===== src/hdl/tpd_pkg.sv =====
package tpd_pkg;

	localparam logic [7:0] ADDR_TAP_CONFIG = 8'h21;
	localparam logic [7:0] ADDR_TAP_SOURCE = 8'h22;
	localparam logic [7:0] ADDR_TAP_THRESHOLD_X = 8'h23;
	localparam logic [7:0] ADDR_TAP_THRESHOLD_Y = 8'h24;
	localparam logic [7:0] ADDR_TAP_THRESHOLD_Z = 8'h25;
	localparam logic [7:0] ADDR_TAP_TIME_LIMIT = 8'h26;

	localparam int CFG_DOUBLE_TAP_ABORT_BIT = 7;
	localparam int CFG_FLAG_LATCH_ENABLE_BIT = 6;
	localparam int SRC_EVENT_ACTIVE_BIT = 7;
	localparam int SRC_AXIS_EVENT_LSB = 4;
	localparam int SRC_DOUBLE_TAP_FLAG_BIT = 3;
	localparam int SRC_POLARITY_LSB = 0;

	localparam logic [7:0] REG_RESET = 8'h00;
	localparam logic [6:0] THRESHOLD_MAX_LOW_NOISE = 7'h3f;

	// Step tables are kept in multiples of this base unit
	localparam int STEP_UNIT_PS = 625000;
	localparam int CLK_PERIOD_PS = 40000;
	localparam int STEP_UNIT_CYCLES = STEP_UNIT_PS / CLK_PERIOD_PS;

	typedef enum logic [1:0] {
		OS_NORMAL = 2'b00,
		OS_LOW_NOISE_LOW_POWER = 2'b01,
		OS_HIGH_RESOLUTION = 2'b10,
		OS_LOW_POWER = 2'b11
	} tpd_os_type;

	typedef enum logic [2:0] {
		ODR_800 = 3'b000,
		ODR_400 = 3'b001,
		ODR_200 = 3'b010,
		ODR_100 = 3'b011,
		ODR_50 = 3'b100,
		ODR_12P5 = 3'b101,
		ODR_6P25 = 3'b110,
		ODR_1P56 = 3'b111
	} tpd_odr_type;

	typedef enum logic [2:0] {
		ST_IDLE = 3'b000,
		ST_FIRST_PULSE = 3'b001,
		ST_LATENCY = 3'b010,
		ST_WINDOW = 3'b011,
		ST_SECOND_PULSE = 3'b100,
		ST_WAIT_LOW = 3'b101
	} tpd_state_type;

	// Step length in base units (0.625 us)
	function automatic logic [8:0] stepUnits(input tpd_odr_type output_data_rate,
		input tpd_os_type os, input logic lowpass);
		logic [8:0] base;
		base = 9'h020;
		unique case (output_data_rate)
			ODR_800: base = 9'h002;
			ODR_400: base = 9'h004;
			ODR_200: base = 9'h008;
			ODR_100: base = 9'h010;
			ODR_50: base = 9'h020;
			ODR_12P5, ODR_6P25, ODR_1P56: begin
				if (os == OS_LOW_NOISE_LOW_POWER || os == OS_LOW_POWER)
					base = 9'h080;
				else
					base = 9'h020;
				if (os == OS_LOW_POWER && output_data_rate != ODR_12P5)
					base = 9'h100;
			end
		endcase
		if (os == OS_HIGH_RESOLUTION && output_data_rate != ODR_800)
			base = 9'h004;
		if (!lowpass)
			base = base >> 1;
		return base;
	endfunction

endpackage


===== src/hdl/tpd_step_gen.sv =====
module tpd_step_gen import tpd_pkg::*; #(
	parameter int UNIT_CYCLES = STEP_UNIT_CYCLES
) (
	input wire logic sys_clk,
	input wire logic reset_n,
	input wire logic [8:0] stepLen,
	output logic stepTick
);

	initial begin
		if (UNIT_CYCLES < 1 || UNIT_CYCLES > 65535)
			$error("UNIT_CYCLES out of range");
	end

	logic [15:0] unitCnt_ff, nxt_unitCnt;
	logic [8:0] multCnt_ff, nxt_multCnt;
	logic tick_ff, nxt_tick;
	logic unitWrap;

	always_comb begin
		unitWrap = (unitCnt_ff == 16'(UNIT_CYCLES - 1));
		nxt_unitCnt = unitWrap ? 16'h0000 : unitCnt_ff + 16'h0001;
		nxt_multCnt = multCnt_ff;
		nxt_tick = 1'b0;
		if (unitWrap) begin
			// Range check covers a rate change mid-step
			if (multCnt_ff + 9'h001 >= stepLen) begin
				nxt_multCnt = 9'h000;
				nxt_tick = 1'b1;
			end else begin
				nxt_multCnt = multCnt_ff + 9'h001;
			end
		end
	end

	always_ff @(posedge sys_clk) begin
		if (!reset_n) begin
			unitCnt_ff <= 16'h0000;
			multCnt_ff <= 9'h000;
			tick_ff <= 1'b0;
		end else begin
			unitCnt_ff <= nxt_unitCnt;
			multCnt_ff <= nxt_multCnt;
			tick_ff <= nxt_tick;
		end
	end

	assign stepTick = tick_ff;

endmodule // tpd_step_gen


===== src/hdl/tpd_axis_detector.sv =====
module tpd_axis_detector import tpd_pkg::*; #(
	parameter int DATA_W = 8
) (
	input wire logic sys_clk,
	input wire logic reset_n,
	input wire logic sampleValid,
	input wire logic [DATA_W-1:0] accel,
	input wire logic [6:0] threshold,
	input wire logic stepTick,
	input wire logic [7:0] pulseTimeLimit,
	input wire logic [7:0] tapLatency,
	input wire logic [7:0] secondTapWindow,
	input wire logic doubleTapAbort,
	input wire logic singleEnable,
	input wire logic doubleEnable,
	output logic singleEvt,
	output logic doubleEvt,
	output logic polarity
);

	initial begin
		if (DATA_W < 8)
			$error("DATA_W must be at least 8");
	end

	tpd_state_type state_ff, nxt_state;
	logic [7:0] cnt_ff, nxt_cnt;
	logic pol_ff, nxt_pol;
	logic latAbove_ff, nxt_latAbove;
	logic abortHit_ff, nxt_abortHit;
	logic single_ff, nxt_single;
	logic double_ff, nxt_double;
	logic [DATA_W-1:0] mag;
	logic above, below, timeUp;

	always_comb begin
		mag = accel[DATA_W-1] ? DATA_W'(-accel) : accel;
		above = sampleValid && (mag > DATA_W'(threshold));
		below = sampleValid && !(mag > DATA_W'(threshold));
		timeUp = stepTick && (cnt_ff == pulseTimeLimit);
		nxt_state = state_ff;
		nxt_cnt = stepTick ? cnt_ff + 8'h01 : cnt_ff;
		nxt_pol = pol_ff;
		nxt_latAbove = latAbove_ff;
		nxt_abortHit = abortHit_ff;
		nxt_single = 1'b0;
		nxt_double = 1'b0;
		unique case (state_ff)
			ST_IDLE: begin
				nxt_cnt = 8'h00;
				if (above) begin
					nxt_state = ST_FIRST_PULSE;
					nxt_pol = accel[DATA_W-1];
				end
			end
			ST_FIRST_PULSE: begin
				if (timeUp) begin
					nxt_state = ST_WAIT_LOW;
				end else if (below) begin
					nxt_single = singleEnable;
					nxt_state = ST_LATENCY;
					nxt_cnt = 8'h00;
					nxt_latAbove = 1'b0;
					nxt_abortHit = 1'b0;
				end
			end
			ST_LATENCY: begin
				// Pulses here are watched for the abort case and to pick ST_WAIT_LOW on exit
				if (above)
					nxt_latAbove = 1'b1;
				if (below && latAbove_ff && doubleTapAbort)
					nxt_abortHit = 1'b1;
				if (stepTick && cnt_ff == tapLatency) begin
					nxt_cnt = 8'h00;
					if (doubleEnable && !abortHit_ff)
						nxt_state = ST_WINDOW;
					else
						nxt_state = latAbove_ff ? ST_WAIT_LOW : ST_IDLE;
				end
			end
			ST_WINDOW: begin
				if (above) begin
					nxt_state = ST_SECOND_PULSE;
					nxt_cnt = 8'h00;
					nxt_pol = accel[DATA_W-1];
				end else if (stepTick && cnt_ff == secondTapWindow) begin
					nxt_state = ST_IDLE;
				end
			end
			ST_SECOND_PULSE: begin
				// End of second pulse may fall after the window
				if (timeUp) begin
					nxt_state = ST_WAIT_LOW;
				end else if (below) begin
					nxt_double = doubleEnable;
					nxt_state = ST_IDLE;
				end
			end
			ST_WAIT_LOW: begin
				if (below)
					nxt_state = ST_IDLE;
			end
			default: nxt_state = ST_IDLE;
		endcase
	end

	always_ff @(posedge sys_clk) begin
		if (!reset_n) begin
			state_ff <= ST_IDLE;
			cnt_ff <= 8'h00;
			pol_ff <= 1'b0;
			latAbove_ff <= 1'b0;
			abortHit_ff <= 1'b0;
			single_ff <= 1'b0;
			double_ff <= 1'b0;
		end else begin
			state_ff <= nxt_state;
			cnt_ff <= nxt_cnt;
			pol_ff <= nxt_pol;
			latAbove_ff <= nxt_latAbove;
			abortHit_ff <= nxt_abortHit;
			single_ff <= nxt_single;
			double_ff <= nxt_double;
		end
	end

	assign singleEvt = single_ff;
	assign doubleEvt = double_ff;
	assign polarity = pol_ff;

endmodule // tpd_axis_detector


===== src/hdl/tpd_tap_pulse_detector.sv =====
module tpd_tap_pulse_detector import tpd_pkg::*; #(
	parameter int UNIT_CYCLES = STEP_UNIT_CYCLES
) (
	input wire logic sys_clk,
	input wire logic reset_n,
	input wire logic sampleValid,
	input wire logic [7:0] accelX,
	input wire logic [7:0] accelY,
	input wire logic [7:0] accelZ,
	input wire logic [2:0] outputDataRate,
	input wire logic [1:0] oversampleMode,
	input wire logic tapLowpassEnable,
	input wire logic lowNoise,
	input wire logic [7:0] tapLatency,
	input wire logic [7:0] secondTapWindow,
	input wire logic [7:0] regAddr,
	input wire logic regWrEn,
	input wire logic [7:0] regWrData,
	input wire logic regRdEn,
	output logic [7:0] regRdData,
	output logic tapIrq
);

	logic [7:0] cfg_ff, nxt_cfg;
	logic [7:0] src_ff, nxt_src;
	logic [2:0][6:0] ths_ff, nxt_ths;
	logic [7:0] timeLimit_ff, nxt_timeLimit;
	logic [7:0] rdData_ff, nxt_rdData;
	logic irq_ff, nxt_irq;

	logic [2:0][7:0] accel;
	logic [2:0][6:0] effThs;
	logic [2:0] singleEvt, doubleEvt, pol;
	logic [8:0] stepLen;
	logic stepTick;
	logic anySingle, anyDouble, anyEvt, srcRead, latchOn;

	assign accel = {accelZ, accelY, accelX};

	// 8-bit samples at 0.063 g/count span 8 g, independent of full scale
	always_comb begin
		for (int i = 0; i < 3; i++) begin
			effThs[i] = ths_ff[i];
			if (lowNoise && ths_ff[i] > THRESHOLD_MAX_LOW_NOISE)
				effThs[i] = THRESHOLD_MAX_LOW_NOISE;
		end
		stepLen = stepUnits(tpd_odr_type'(outputDataRate),
			tpd_os_type'(oversampleMode), tapLowpassEnable);
	end

	tpd_step_gen #(
		.UNIT_CYCLES(UNIT_CYCLES)
	) u_step (
		.sys_clk(sys_clk),
		.reset_n(reset_n),
		.stepLen(stepLen),
		.stepTick(stepTick)
	);

	for (genvar g = 0; g < 3; g++) begin : g_axis
		tpd_axis_detector #(
			.DATA_W(8)
		) u_axis (
			.sys_clk(sys_clk),
			.reset_n(reset_n),
			.sampleValid(sampleValid),
			.accel(accel[g]),
			.threshold(effThs[g]),
			.stepTick(stepTick),
			.pulseTimeLimit(timeLimit_ff),
			.tapLatency(tapLatency),
			.secondTapWindow(secondTapWindow),
			.doubleTapAbort(cfg_ff[CFG_DOUBLE_TAP_ABORT_BIT]),
			.singleEnable(cfg_ff[2*g]),
			.doubleEnable(cfg_ff[2*g+1]),
			.singleEvt(singleEvt[g]),
			.doubleEvt(doubleEvt[g]),
			.polarity(pol[g])
		);
	end

	always_comb begin
		anySingle = |singleEvt;
		anyDouble = |doubleEvt;
		anyEvt = anySingle || anyDouble;
		latchOn = cfg_ff[CFG_FLAG_LATCH_ENABLE_BIT];
		srcRead = regRdEn && regAddr == ADDR_TAP_SOURCE;
		nxt_cfg = cfg_ff;
		nxt_ths = ths_ff;
		nxt_timeLimit = timeLimit_ff;
		if (regWrEn) begin
			unique case (regAddr)
				ADDR_TAP_CONFIG: nxt_cfg = regWrData;
				ADDR_TAP_THRESHOLD_X: nxt_ths[0] = regWrData[6:0];
				ADDR_TAP_THRESHOLD_Y: nxt_ths[1] = regWrData[6:0];
				ADDR_TAP_THRESHOLD_Z: nxt_ths[2] = regWrData[6:0];
				ADDR_TAP_TIME_LIMIT: nxt_timeLimit = regWrData;
				default: ;
			endcase
		end
		nxt_rdData = 8'h00;
		if (regRdEn) begin
			unique case (regAddr)
				ADDR_TAP_CONFIG: nxt_rdData = cfg_ff;
				ADDR_TAP_SOURCE: nxt_rdData = src_ff;
				ADDR_TAP_THRESHOLD_X: nxt_rdData = {1'b0, ths_ff[0]};
				ADDR_TAP_THRESHOLD_Y: nxt_rdData = {1'b0, ths_ff[1]};
				ADDR_TAP_THRESHOLD_Z: nxt_rdData = {1'b0, ths_ff[2]};
				ADDR_TAP_TIME_LIMIT: nxt_rdData = timeLimit_ff;
				default: nxt_rdData = 8'h00;
			endcase
		end
		nxt_src = src_ff;
		if (srcRead)
			nxt_src = REG_RESET;
		// A new event in the read cycle wins; freeze applies only if unread
		if (anyEvt && (!latchOn || srcRead || !src_ff[SRC_EVENT_ACTIVE_BIT]))
		begin
			nxt_src[SRC_EVENT_ACTIVE_BIT] = 1'b1;
			nxt_src[SRC_AXIS_EVENT_LSB +: 3] = singleEvt | doubleEvt;
			nxt_src[SRC_DOUBLE_TAP_FLAG_BIT] = anyDouble;
			// Stale sign of a quiet axis would look like a negative tap
			nxt_src[SRC_POLARITY_LSB +: 3] = pol & (singleEvt | doubleEvt);
		end
		nxt_irq = nxt_src[SRC_EVENT_ACTIVE_BIT];
	end

	always_ff @(posedge sys_clk) begin
		if (!reset_n) begin
			cfg_ff <= REG_RESET;
			src_ff <= REG_RESET;
			ths_ff <= '0;
			timeLimit_ff <= REG_RESET;
			rdData_ff <= 8'h00;
			irq_ff <= 1'b0;
		end else begin
			cfg_ff <= nxt_cfg;
			src_ff <= nxt_src;
			ths_ff <= nxt_ths;
			timeLimit_ff <= nxt_timeLimit;
			rdData_ff <= nxt_rdData;
			irq_ff <= nxt_irq;
		end
	end

	assign regRdData = rdData_ff;
	assign tapIrq = irq_ff;

	a_read_clears_src: assert property (@(posedge sys_clk) disable iff (!reset_n)
		srcRead && !anyEvt |=> src_ff == 8'h00 && !tapIrq)
		else $error("source not cleared by read");

	a_irq_tracks_ea: assert property (@(posedge sys_clk) disable iff (!reset_n)
		tapIrq == src_ff[SRC_EVENT_ACTIVE_BIT])
		else $error("interrupt differs from event-active");

	a_latch_freezes_src: assert property (@(posedge sys_clk)
		disable iff (!reset_n)
		latchOn && src_ff[SRC_EVENT_ACTIVE_BIT] && !srcRead |=> $stable(src_ff))
		else $error("latched source changed before read");

	a_nolatch_updates: assert property (@(posedge sys_clk)
		disable iff (!reset_n)
		!latchOn && anyDouble |=> src_ff[SRC_DOUBLE_TAP_FLAG_BIT]
		&& src_ff[SRC_EVENT_ACTIVE_BIT])
		else $error("unlatched event not reported");

	a_disabled_silent: assert property (@(posedge sys_clk)
		disable iff (!reset_n)
		cfg_ff[5:0] == 6'h00 && $past(cfg_ff[5:0]) == 6'h00
		&& !src_ff[SRC_EVENT_ACTIVE_BIT] |=> !src_ff[SRC_EVENT_ACTIVE_BIT])
		else $error("event reported while disabled");

	a_ths_top_zero: assert property (@(posedge sys_clk) disable iff (!reset_n)
		regRdEn && regAddr == ADDR_TAP_THRESHOLD_Z |=> !regRdData[7])
		else $error("threshold bit 7 not zero");

	a_cfg_write_read: assert property (@(posedge sys_clk)
		disable iff (!reset_n)
		regWrEn && regAddr == ADDR_TAP_CONFIG ##1 !regWrEn ##1 regRdEn
		&& !regWrEn && regAddr == ADDR_TAP_CONFIG
		|=> regRdData == $past(regWrData, 3))
		else $error("config readback mismatch");

	a_low_noise_cap: assert property (@(posedge sys_clk)
		disable iff (!reset_n)
		lowNoise |-> effThs[0] <= THRESHOLD_MAX_LOW_NOISE
		&& effThs[1] <= THRESHOLD_MAX_LOW_NOISE
		&& effThs[2] <= THRESHOLD_MAX_LOW_NOISE)
		else $error("threshold exceeds low-noise cap");

endmodule // tpd_tap_pulse_detector


===== config.mk =====
export PLATFORM = sky130hd
export DESIGN_NAME = tpd_tap_pulse_detector
export DESIGN_NICKNAME = d
export VERILOG_FILES = /design/src/hdl/tpd_pkg.sv /design/src/hdl/tpd_step_gen.sv /design/src/hdl/tpd_axis_detector.sv /design/src/hdl/tpd_tap_pulse_detector.sv
export SDC_FILE = /design/constraint.sdc
export NUM_CORES = 1
export LEC_CHECK = 0
export ABC_CLOCK_PERIOD_IN_PS = 4000
export BUFFER_PORTS_ARGS = -buffer_cell sky130_fd_sc_hd__buf_4
export CORE_MARGIN = 10
export CORE_UTILIZATION = 35
export CTS_CLUSTER_SIZE = 10
export DETAILED_ROUTE_END_ITERATION = 16
export PLACE_DENSITY = 0.56
export SYNTH_ARGS = -nofsm -noshare
export SYNTH_HDL_FRONTEND = slang
export SYNTH_HIERARCHICAL = 1
export SYNTH_SLANG_ARGS = --single-unit

===== constraint.sdc =====
create_clock -name sys_clk -period 4 [get_ports sys_clk]
set_clock_uncertainty 0.15 [all_clocks]
set_input_delay 0.4 -clock sys_clk [delete_from_list [all_inputs] [get_ports sys_clk]]
set_output_delay 0.4 -clock sys_clk [all_outputs]
set_load 0.02 [all_outputs]

==> results of run 1 <==
[critical path, stage by stage (launching register included)]
cell and delay, ns:
dfxtp_1 0.42, nand2_1 0.17, nand2b_1 0.11, inv_1 0.04, ha_1 0.28, nor2b_1 0.13
o211ai_1 0.24, a211oi_1 0.23, or4b_4 0.59, a311oi_4 0.52, nor3b_1 0.10
[per-stage QoR]
stage	cell area (um^2)	util (%)	total power (uW)
global route	10330	40.91	4134
finish	10330	40.91	3927
detailed placement	9717	38.48	2320
CTS	10330	40.91	3958
floorplan	8982	-	2061
global placement	9717	38.48	2321
[routing by layer]
metal | part of all wire [%] | GRT usage (%) | vias up
li1 | - | - | 3824
met1 | 48 | 19.42 | 3519
met2 | 45 | 22.68 | 165
met3 | 5.5 | 4.016 | 27
met4 | 1.6 | 3.871 | 0
met5 | 0 | 0 | -
[how the worst max path moves through the flow]
stage	end	slack [ns]	depth (start not counted)
floorplan	g_axis[0].u_axis/cnt_ff[1]$_SDFF_PN0_	0.90	12
finish	g_axis[1].u_axis/cnt_ff[1]$_SDFF_PN0_	0.86	10
CTS	g_axis[1].u_axis/cnt_ff[1]$_SDFF_PN0_	0.88	10
detailed placement	g_axis[2].u_axis/cnt_ff[1]$_SDFF_PN0_	0.50	13
global placement	g_axis[0].u_axis/cnt_ff[1]$_SDFF_PN0_	0.55	13
global route	g_axis[1].u_axis/cnt_ff[6]$_SDFF_PN0_	0.55	12
[report_power, final]
group | internal, uW | switching [uW] | leakage, uW
combinational | 389 | 510 | 0.00286
clock | 1020 | 608 | 0.000299
sequential | 1310 | 91.6 | 0.00102
total | 2720 | 1210 | 0.00418
[area by class of cell]
cell class | count | area [um^2] | share of cell area (%)
Multi-Input combinational cell | 831 | 5969 | 57.77
Sequential cell | 127 | 2542 | 24.61
Timing Repair Buffer | 79 | 593.1 | 5.740
Clock buffer | 21 | 460.4 | 4.456
Tap cell | 330 | 412.9 | 3.996
Inverter | 53 | 198.9 | 1.925
Clock inverter | 11 | 155.1 | 1.502
[synth_stat cells (5+ instances only)]
cell      count
a211oi_1      7
a21boi_0      9
a21oi_1      28
a22o_1        6
a31oi_1      11
and2_1        6
and3_1       12
and4_1        5
buf_2        25
clkbuf_1     27
dfxtp_1     127
ha_1         39
inv_1        53
mux2_2        5
mux2i_1      55
nand2_1      92
nand2b_1     35
nand3_1      29
nand4_1      26
nand4_4       5
nor2_1       87
nor2b_1      59
nor3_1       17
nor3b_1      12
o211ai_1     15
o21ai_0      27
o21bai_1      5
o22a_1        6
o31ai_1      16
o41ai_1       7
or3_1         7
xnor2_1      90
xor2_1       44
[flip-flops by register name, summed over array words and instances (netlist names), 9 cells and up]
signal and flops:
ths_ff 21, g_axis.u_axis/state_ff 9, g_axis.u_axis/cnt_ff 24, u_step/unitCnt_ff 16, u_step/multCnt_ff 9
[cell families (layout without fill, tap and decap cells)]
logic type	after synthesis	in the layout	synth area share (%)
DFF	127	127	28.30
xor gates and xnor gates	134	134	13.07
buffers and inverters	110	164	5.237
and+or+nand+nor	424	424	26.76
muxes	60	60	6.756
adders and majority gates	39	39	5.433
AOI/OAI and AO/OA	174	174	14.45
[cells in the final DEF, fill, tap and decap left out, types with 7 or more instances in the layout]
| master | netlist | routed |
|---|---|---|
| o41ai_1 | 7 | 7 |
| a211oi_1 | 7 | 7 |
| nand2b_1 | 35 | 35 |
| clkbuf_16 | 0 | 17 |
| a21boi_0 | 9 | 9 |
| dfxtp_1 | 127 | 127 |
| nand3_1 | 29 | 29 |
| o211ai_1 | 15 | 15 |
| ha_1 | 39 | 39 |
| nand4_1 | 26 | 26 |
| buf_4 | 3 | 79 |
| a31oi_1 | 11 | 11 |
| xor2_1 | 44 | 44 |
| nor2_1 | 87 | 87 |
| nor2b_1 | 59 | 59 |
| a21oi_1 | 28 | 28 |
| xnor2_1 | 90 | 90 |
| inv_1 | 53 | 53 |
| mux2i_1 | 55 | 55 |
| nand2_1 | 92 | 92 |
| nor3b_1 | 12 | 12 |
| o31ai_1 | 16 | 16 |
| or3_1 | 7 | 7 |
| nor3_1 | 17 | 17 |
| and3_1 | 12 | 12 |
| o21ai_0 | 27 | 27 |
==> results.md, run 1 <==
* Post-synth EDFFs at 0
* Max-cap violations at 0
* Avg Vias per Cell at between 5 and 6
* Routed vias at about 7500
* Synth Instances at 1068
* Final hold slack at approximately 0.12 ns
* HP Start: regWrData[7]
* Ys async rst share at 0%
* Final Hold Viols at 0
* Critical path startpoint: ths_ff[13]$_SDFFE_PN0P_
* Final GP Congestion at about 0.86
* # IOs at between 70 and 80
* WHS Path Cells at 3
* R2R setup slack at between 0.8 and 0.9 ns
* Total Routing Usage GR at between 10% and 20%
* CP arrival at between 3 and 4 ns
* Initial Utilization at a little over a third
* Synth Warn # at 6
* First-pass GRT wire length at 39.05 mm
* Seq/Total Area, Yosys at between 20 and 30%
* Area growth, synth to finish at 15.03%
* Setup TNS at 0 ns
* Worst-Margin Slew at 0.9959 ns
* Share of post-route cells with drive strength above 1 at around 12%
* Worst-case clock buffer depth at 2
* CTS tree: yes
* Crit share post-route at about four fifths
* Mapped cell area at about 9000 um^2
* DP Worst Slack at approximately 0.50 ns
* Fmax at roughly 320 MHz
* Max-slew headroom at 33.04%
* Die H at approximately 180 um
* Clock buffer count from CTS at 17
* IO Port Bufs at 76
* CTS Sinks at roughly 130
* Cts repair resizes at 0
* Clock latency on the worst-skew pair at 0.42 ns
* GRT overflow at 0
* Power Density at approximately 380 nW/um^2
* Initial DRC Count at around 550
* Core box area at around 25000 um^2
* Final Setup Violations at 0
* Post-Layout Cell Count at between 1000 and 1500
* Slew Viols, Final at 0
* Clock Root Buffer: clkbuf_16
* Vias in the first global route at between 7000 and 8000
* Synth Flop Type: dfxtp_1
* Flops & latches, synth at roughly 130
* Mean Syn Cell Area at 8.410 um^2
* Area share of the largest cell type after synthesis at between 20% and 30%
* Leakage at roughly 0.0042 uW
* Crit path max fanout at 8
* Initial antenna violation count at 0
* Total nets after synthesis at between 1000 and 1500
* Filler Cell Count at between 2000 and 3000
* Path depth of the worst reg2reg path at 10
* Worst Path Required at approximately 4.1 ns
* Area leader, netlist: dfxtp_1
* Drt first pass iters at 5
* # hold bufs at CTS at 0
* Reg2reg start: ths_ff[13]$_SDFFE_PN0P_
* Drt drc at 0
* Dpl cells at roughly 1400
* Drt wl/cell at roughly 17 um
* Hold Path Sink: cfg_ff[7]$_SDFFE_PN0P_
* Core Rows at 58
* HP Class: primary input to flop
* Final worst slack at around 0.86 ns
* Inserted Diodes at 0
* H-tree depth at 4
* Largest net degree at the start of global routing at 85
* Main area contributors after synthesis: dfxtp_1 28%, xnor2_1 8.8%, mux2i_1 6.1%
* Startpoint types: flop
* Detailed Place HPWL at between 15 and 20 mm
* Routed Antenna Nets at 0
* Unrepaired setup endpoints after global routing: no
* Die ar. at around 32000 um^2
* Post-synth cell types at 67
* Clock slew at reported path FFs at approximately 0.06 ns
* Worst flop-to-flop path endpoint: g_axis[1].u_axis/cnt_ff[1]$_SDFF_PN0_
* Final Critical Period at approximately 3.1 ns
* Fin nets at between 1000 and 1500
* Die Span X at between 150 and 200 um
* Max IR drop VDD at around 250 uV
* CP endpoint kind: flop
* Run status: completed
* Routed wire length at 24.44 mm
* Crit Path Class: flop to flop
* Setup Fix Bufs, Post-CTS at 0
No activity file was read; power rests on OpenSTA's default activity.
==> inputs of run 2 (changes only) <==
- ABC_CLOCK_PERIOD_IN_PS: 4000 -> 2700
- PLACE_DENSITY: 0.56 -> 0.57
- clock period: 4 -> 2.7 ns (I/O delays scaled with it)
==> results.md, run 2 (same netlist as run 1, synthesis figures left out) <==
* HP Start: regAddr[0]
* Routed wire length at ~25 mm
* Top Registers: g_axis.u_axis/cnt_ff x24, ths_ff x21, u_step/unitCnt_ff x16
* Clk pwr share at 36.8%
* Sw Ratio at about a third
* Worst-case clock buffer depth at 2
* Drt first pass iters at 5
* Final Setup Violations at 0
* HP Class: primary input to flop
* Final GP Congestion at roughly 0.84
* Area growth, synth to finish at 28.57%
* GR met3 Demand/Resource at 3.635%
* WHS Path Cells at 2
* Routed vias at about 8000
* Total Routing Usage GR at ~15%
* Clock slew at reported path FFs at 0.06 ns
* Initial DRC Count at approximately 590
* Run status: completed
* Crit share post-route at just under 100%
* Comb power frac at around 28%
* Startpoint types: primary input
* Avg Vias per Cell at 5.131
* CTS Sinks at approximately 130
* Overall Power at approximately 6000 uW
* Fin area at between 10000 and 15000 um^2
* Fin nets at around 1300
* Leakage at 0.004697 uW
* GRT busiest layer: met2
* Die ar. at 32470 um^2
* Max IR drop VDD at a little under 400 uV
* Slew Viols, Final at 0
* Unrepaired setup endpoints after global routing: yes
* Reg2reg start: ths_ff[6]$_SDFFE_PN0P_
* Most common cell after layout, fill and taps aside: buf_4
* Hold Path Sink: regRdData[6]$_SDFF_PN0_
* # IOs at 77
* Vias in the first global route at ~7800
* H-tree depth at 4
* Crit path max fanout at 8
* Clock Root Buffer: clkbuf_16
* First-pass GRT wire length at a little over 40 mm
* Commonest non-fill, non-tap cells in the layout: 152 x buf_4, 122 x dfxtp_1, 89 x nand2_1
* CP max stage cell: or4b_4
* CTS tree: yes
* Reg power frac at 34.8%
* Crit Path Class: primary input to flop
* Final Hold Viols at 0
* CP arrival at ~2.8 ns
* Worst-Margin Slew at about 0.54 ns
* Initial antenna violation count at 0
* IO Port Bufs at 76
* CP cell instances: buf_4, or3_4, o31ai_4, xnor2_2, ha_4, and3_4, a22o_4, nand2_4, or4b_4, a311oi_4, buf_6, nor3b_2
* Path depth of the worst reg2reg path at 13
* Largest net degree at the start of global routing at 43
* Worst flop-to-flop path endpoint: g_axis[0].u_axis/cnt_ff[1]$_SDFF_PN0_
* Power Density at a little over 500 nW/um^2
* R2R setup slack at 0.03 ns
* Largest register FFs at 24
* Filler Cell Count at about 2400
* Fmax at ~370 MHz
* Core Rows at slightly below 60
* Routed Antenna Nets at 0
* Largest Register: g_axis.u_axis/cnt_ff
* Clock latency on the worst-skew pair at roughly 0.42 ns
* Max-slew headroom at between 60% and 70%
* Initial Utilization at 35.57%
* Grt met2 use at 24.34%
* Inserted Diodes at 0
* Max-cap violations at 0
* CP endpoint kind: flop
* Internal power at slightly above 4000 uW
* Drt wl/cell at approximately 17 um
* DP Area at 10350 um^2
* Share of post-route cells with drive strength above 1 at about a quarter
* M1 GR Usage at about a fifth
* Drt drc at 0
* Clock buffer count from CTS at 17
* Die Span X at 180.2 um
* GRT overflow at 0
* Final Critical Period at between 2 and 3 ns
* Worst Path Required at around 2.9 ns
* Detailed Place HPWL at ~19 mm
* Core box area at 25250 um^2
* Die H at between 150 and 200 um
* Switching Power at between 1500 and 2000 uW
* Worst path max stage delay at roughly 0.53 ns
run 2: power by group through the flow:
stage / logic [uW] / clock network (uW) / registers (uW)
floorplan: 1030 / 0 / 2030
global placement: 1500 / 0 / 2110
detailed placement: 1510 / 0 / 2110
CTS: 1630 / 2230 / 2070
global route: 1880 / 2320 / 2090
finish: 1690 / 2190 / 2070
run 2: critical path: cells and delay by family:
| kind | cells | cell delay [ns] |
|---|---|---|
| and+or+nand+nor | 5 | 1.22 |
| AOI/OAI and AO/OA | 3 | 0.64 |
| buffers and inverters | 2 | 0.31 |
| adders and majority gates | 1 | 0.28 |
| xor gates and xnor gates | 1 | 0.12 |
run 2: per-layer routing:
metal  wire, um  part of all wire [%]
met1      12180                    48
met2      11610                    46
met3       1308                   5.1
met4        306                   1.2
met5          0                     0
run 2: worst max path at each step:
stage,endpoint,cells after the start,slack (ns),from
global route,g_axis[2].u_axis/cnt_ff[1]$_SDFF_PN0_,11,-0.06,ths_ff[20]$_SDFFE_PN0P_
detailed placement,g_axis[1].u_axis/cnt_ff[1]$_SDFF_PN0_,12,-0.43,accelY[2]
finish,g_axis[0].u_axis/cnt_ff[1]$_SDFF_PN0_,12,0.02,accelX[2]
global placement,g_axis[0].u_axis/cnt_ff[1]$_SDFF_PN0_,12,-0.42,accelX[2]
CTS,g_axis[2].u_axis/cnt_ff[1]$_SDFF_PN0_,13,0.0002,ths_ff[20]$_SDFFE_PN0P_
floorplan,g_axis[0].u_axis/cnt_ff[1]$_SDFF_PN0_,10,-0.15,accelX[2]
run 2: layout make-up:
class	count	area, um^2	area share [%]
Tap cell	330	412.9	3.575
Timing Repair Buffer	164	1284	11.12
Sequential cell	127	2549	22.07
Inverter	53	211.5	1.831
Clock buffer	18	429.2	3.716
Clock inverter	14	135.1	1.170
Multi-Input combinational cell	831	6528	56.52
run 2: repair_timing:
action,4_1_cts,5_1_grt
hold buffers,1,0
cloned,0,0
buffers inserted,12,4
endpoints found under the hold margin,2,0
pin swaps,40,36
gates resized for setup,66,41
endpoints found under the setup margin,24,29
run 2: stage by stage:
step           utilization, %  hold slack [ns]  cells  setup TNS [ns]  worst slack [ns]
6_report                45.73          0.04271   1537               0           0.01770
3_3_place_gp            40.97           0.3066   1490          -10.43           -0.4169
5_1_grt                 45.73          0.04794   1537         -0.8294          -0.05555
3_5_place_dp            40.97           0.3146   1490          -11.47           -0.4340
4_1_cts                 44.83          0.02509   1533               0         0.0002445
2_1_floorplan               -           0.2633   1068          -3.636           -0.1546
==> inputs of run 3 (changes only) <==
- ABC_CLOCK_PERIOD_IN_PS: 2700 -> 3200
- PLACE_DENSITY: 0.57 -> 0.56
- clock period: 2.7 -> 3.2 ns (I/O delays scaled with it)
==> results.md, run 3 (same netlist as run 1, synthesis figures left out) <==
* Setup Fix Bufs, Post-CTS at 0
* Util after Layout at 41.70%
* Reg2reg start: ths_ff[13]$_SDFFE_PN0P_
* Clk pwr share at 41.9%
* CTS Sinks at approximately 130
* CP cell instances: nand2_1, nand2b_1, inv_1, ha_1, nor2b_1, o211ai_1, a211oi_1, or4b_4, a311oi_4, buf_12, nor3b_1
* Drt first pass iters at 5
* Share of post-route cells with drive strength above 1 at 14.01%
* Worst Path Required at 3.36 ns
* Routed vias at about 7600
* Initial antenna violation count at 0
* Drt drc at 0
* Max IR drop VDD at around 400 uV
* Die Span X at roughly 180 um
* # IOs at 77
* CP max stage cell: or4b_4
* CP top delay family: simple AND/OR/NAND/NOR gates
* Largest register FFs at 24
* Fmax at between 300 and 400 MHz
* CP arrival at a little over 3 ns
* Power Density at 489.5 nW/um^2
* Internal power at ~3600 uW
* Final Setup Violations at 0
* Routed wire length at roughly 24 mm
* Die H at between 150 and 200 um
* Most common cell after layout, fill and taps aside: dfxtp_1
* CTS tree: yes
* First-pass GRT wire length at ~40 mm
* Final Hold Viols at 0
* Routed Antenna Nets at 0
* Worst-case clock buffer depth at 2
* Fin nets at about 1200
* Crit share post-route at between 90% and 100%
* CP endpoint kind: flop
* Sw Ratio at just under 30%
* HP Start: regWrData[7]
* H-tree depth at 4
* Leakage at around 0.0043 uW
* Initial Utilization at 35.57%
* Final GP Congestion at ~0.9
* Die ar. at around 32000 um^2
* Final Critical Period at ~2.9 ns
* Max-cap violations at 0
* Top Registers: g_axis.u_axis/cnt_ff x24, ths_ff x21, u_step/unitCnt_ff x16
* Crit path max fanout at 8
* Buf+Inv Stages, Crit Path at 2
* Critical path depth at 11
* Path depth of the worst reg2reg path at 11
* WHS Path Cells at 3
* Core Rows at between 50 and 60
* Worst path max stage delay at between 0.5 and 0.6 ns
* Core box area at between 20000 and 30000 um^2
* DP Worst Slack at -0.09785 ns
* GRT overflow at 0
* Clock slew at reported path FFs at roughly 0.060 ns
* Detailed Place HPWL at around 19 mm
* Worst flop-to-flop path endpoint: g_axis[1].u_axis/cnt_ff[1]$_SDFF_PN0_
* Cts repair resizes at 0
* Largest net degree at the start of global routing at 53
* R2R setup slack at 0.30 ns
* Vias in the first global route at 7447
* Initial DRC Count at between 400 and 500
* Critical path startpoint: ths_ff[13]$_SDFFE_PN0P_
* HP Class: primary input to flop
* Crit Path Class: flop to flop
* Largest Register: g_axis.u_axis/cnt_ff
* IO Port Bufs at between 70 and 80
* Total Routing Usage GR at ~15%
* # hold bufs at CTS at 0
* Inserted Diodes at 0
* Area growth, synth to finish at 17.25%
* Drt wl/cell at 16.40 um
* Clock latency on the worst-skew pair at roughly 0.43 ns
* Worst-Margin Slew at about 0.63 ns
* Commonest non-fill, non-tap cells in the layout: 127 x dfxtp_1, 98 x buf_4, 92 x nand2_1
* Startpoint types: flop
* Comb power frac at between 20% and 30%
* Final worst slack at about 0.3 ns
* Run status: completed
* Avg Vias per Cell at 5.139
* Clock Root Buffer: clkbuf_16
* Unrepaired setup endpoints after global routing: no
* Slew Viols, Final at 0
* Clock buffer count from CTS at 17
* Switching Power at 1536 uW
* Max-slew headroom at a little under 60%
* CP Capture Point: g_axis[1].u_axis/cnt_ff[1]$_SDFF_PN0_
* Reg power frac at 34.0%
==> run 3: cell count changes in the layout (fill, tap and decap cells not counted), moves of 6 or more <==
cell	change
buf_4	-54
ha_1	+18
ha_4	-18
inv_1	+13
buf_6	-10
nand2b_1	+9
nand2b_4	-9
inv_2	-8
nor2_1	+7
nor2_2	-6
==> run 3: per-stage QoR <==
step / hold WS [ns] / instance area, um^2 / power, uW / instances / setup TNS, ns
2_1_floorplan: 0.2763 / 8982 / 2577 / 1068 / 0
3_3_place_gp: 0.3039 / 9879 / 3023 / 1440 / -0.5262
3_5_place_dp: 0.3113 / 9879 / 3021 / 1440 / -1.883
4_1_cts: 0.03397 / 10530 / 5191 / 1472 / 0
5_1_grt: 0.06592 / 10530 / 5409 / 1472 / 0
6_report: 0.04025 / 10530 / 5155 / 1472 / 0
==> run 3: worst min path at each step <==
stage | endpoint | slack (ns)
after floorplan | g_axis[2].u_axis/singleEvt$_SDFF_PP0_ | 0.28
after global placement | src_ff[6]$_SDFFE_PN0P_ | 0.30
after detailed placement | g_axis[0].u_axis/singleEvt$_SDFF_PP0_ | 0.31
after CTS | cfg_ff[7]$_SDFFE_PN0P_ | 0.03
after global routing | cfg_ff[7]$_SDFFE_PN0P_ | 0.07
final | cfg_ff[7]$_SDFFE_PN0P_ | 0.04
==> run 3: cell type report <==
| cell class | instances | area [um^2] |
|---|---|---|
| Multi-Input combinational cell | 831 | 5969 |
| Timing Repair Buffer | 99 | 755.7 |
| Inverter | 53 | 198.9 |
| Clock buffer | 20 | 446.7 |
| Tap cell | 330 | 412.9 |
| Clock inverter | 12 | 205.2 |
| Sequential cell | 127 | 2542 |
| Fill cell | 2530 | 14720 |
==> run 3: power by group through the flow <==
stage                     logic, uW  registers (uW)  clock network (uW)
after global routing           1380            1760                2270
after global placement         1240            1780                   0
final                          1240            1750                2160
after floorplan                 868            1710                   0
after detailed placement       1240            1780                   0
after CTS                      1250            1750                2200
==> run 3: worst register-to-register path: cells and delay by family (launching register included) <==
family / cells / cell delay (ns)
AO/OA/AOI/OAI: 3 / 0.73
adder cells (fa/ha/maj): 1 / 0.29
buffers and inverters: 2 / 0.22
AND/OR/NAND/NOR: 5 / 1.03
flip-flops: 1 / 0.39
==> run 3: per-layer routing <==
metal	routed length, um	global-route usage [%]	up-vias	share of wire [%]
li1	-	-	3858	-
met1	11520	18.96	3510	48
met2	11010	23.31	177	46
met3	1317	3.574	19	5.5
met4	305	3.871	0	1.3
met5	0	0	-	0
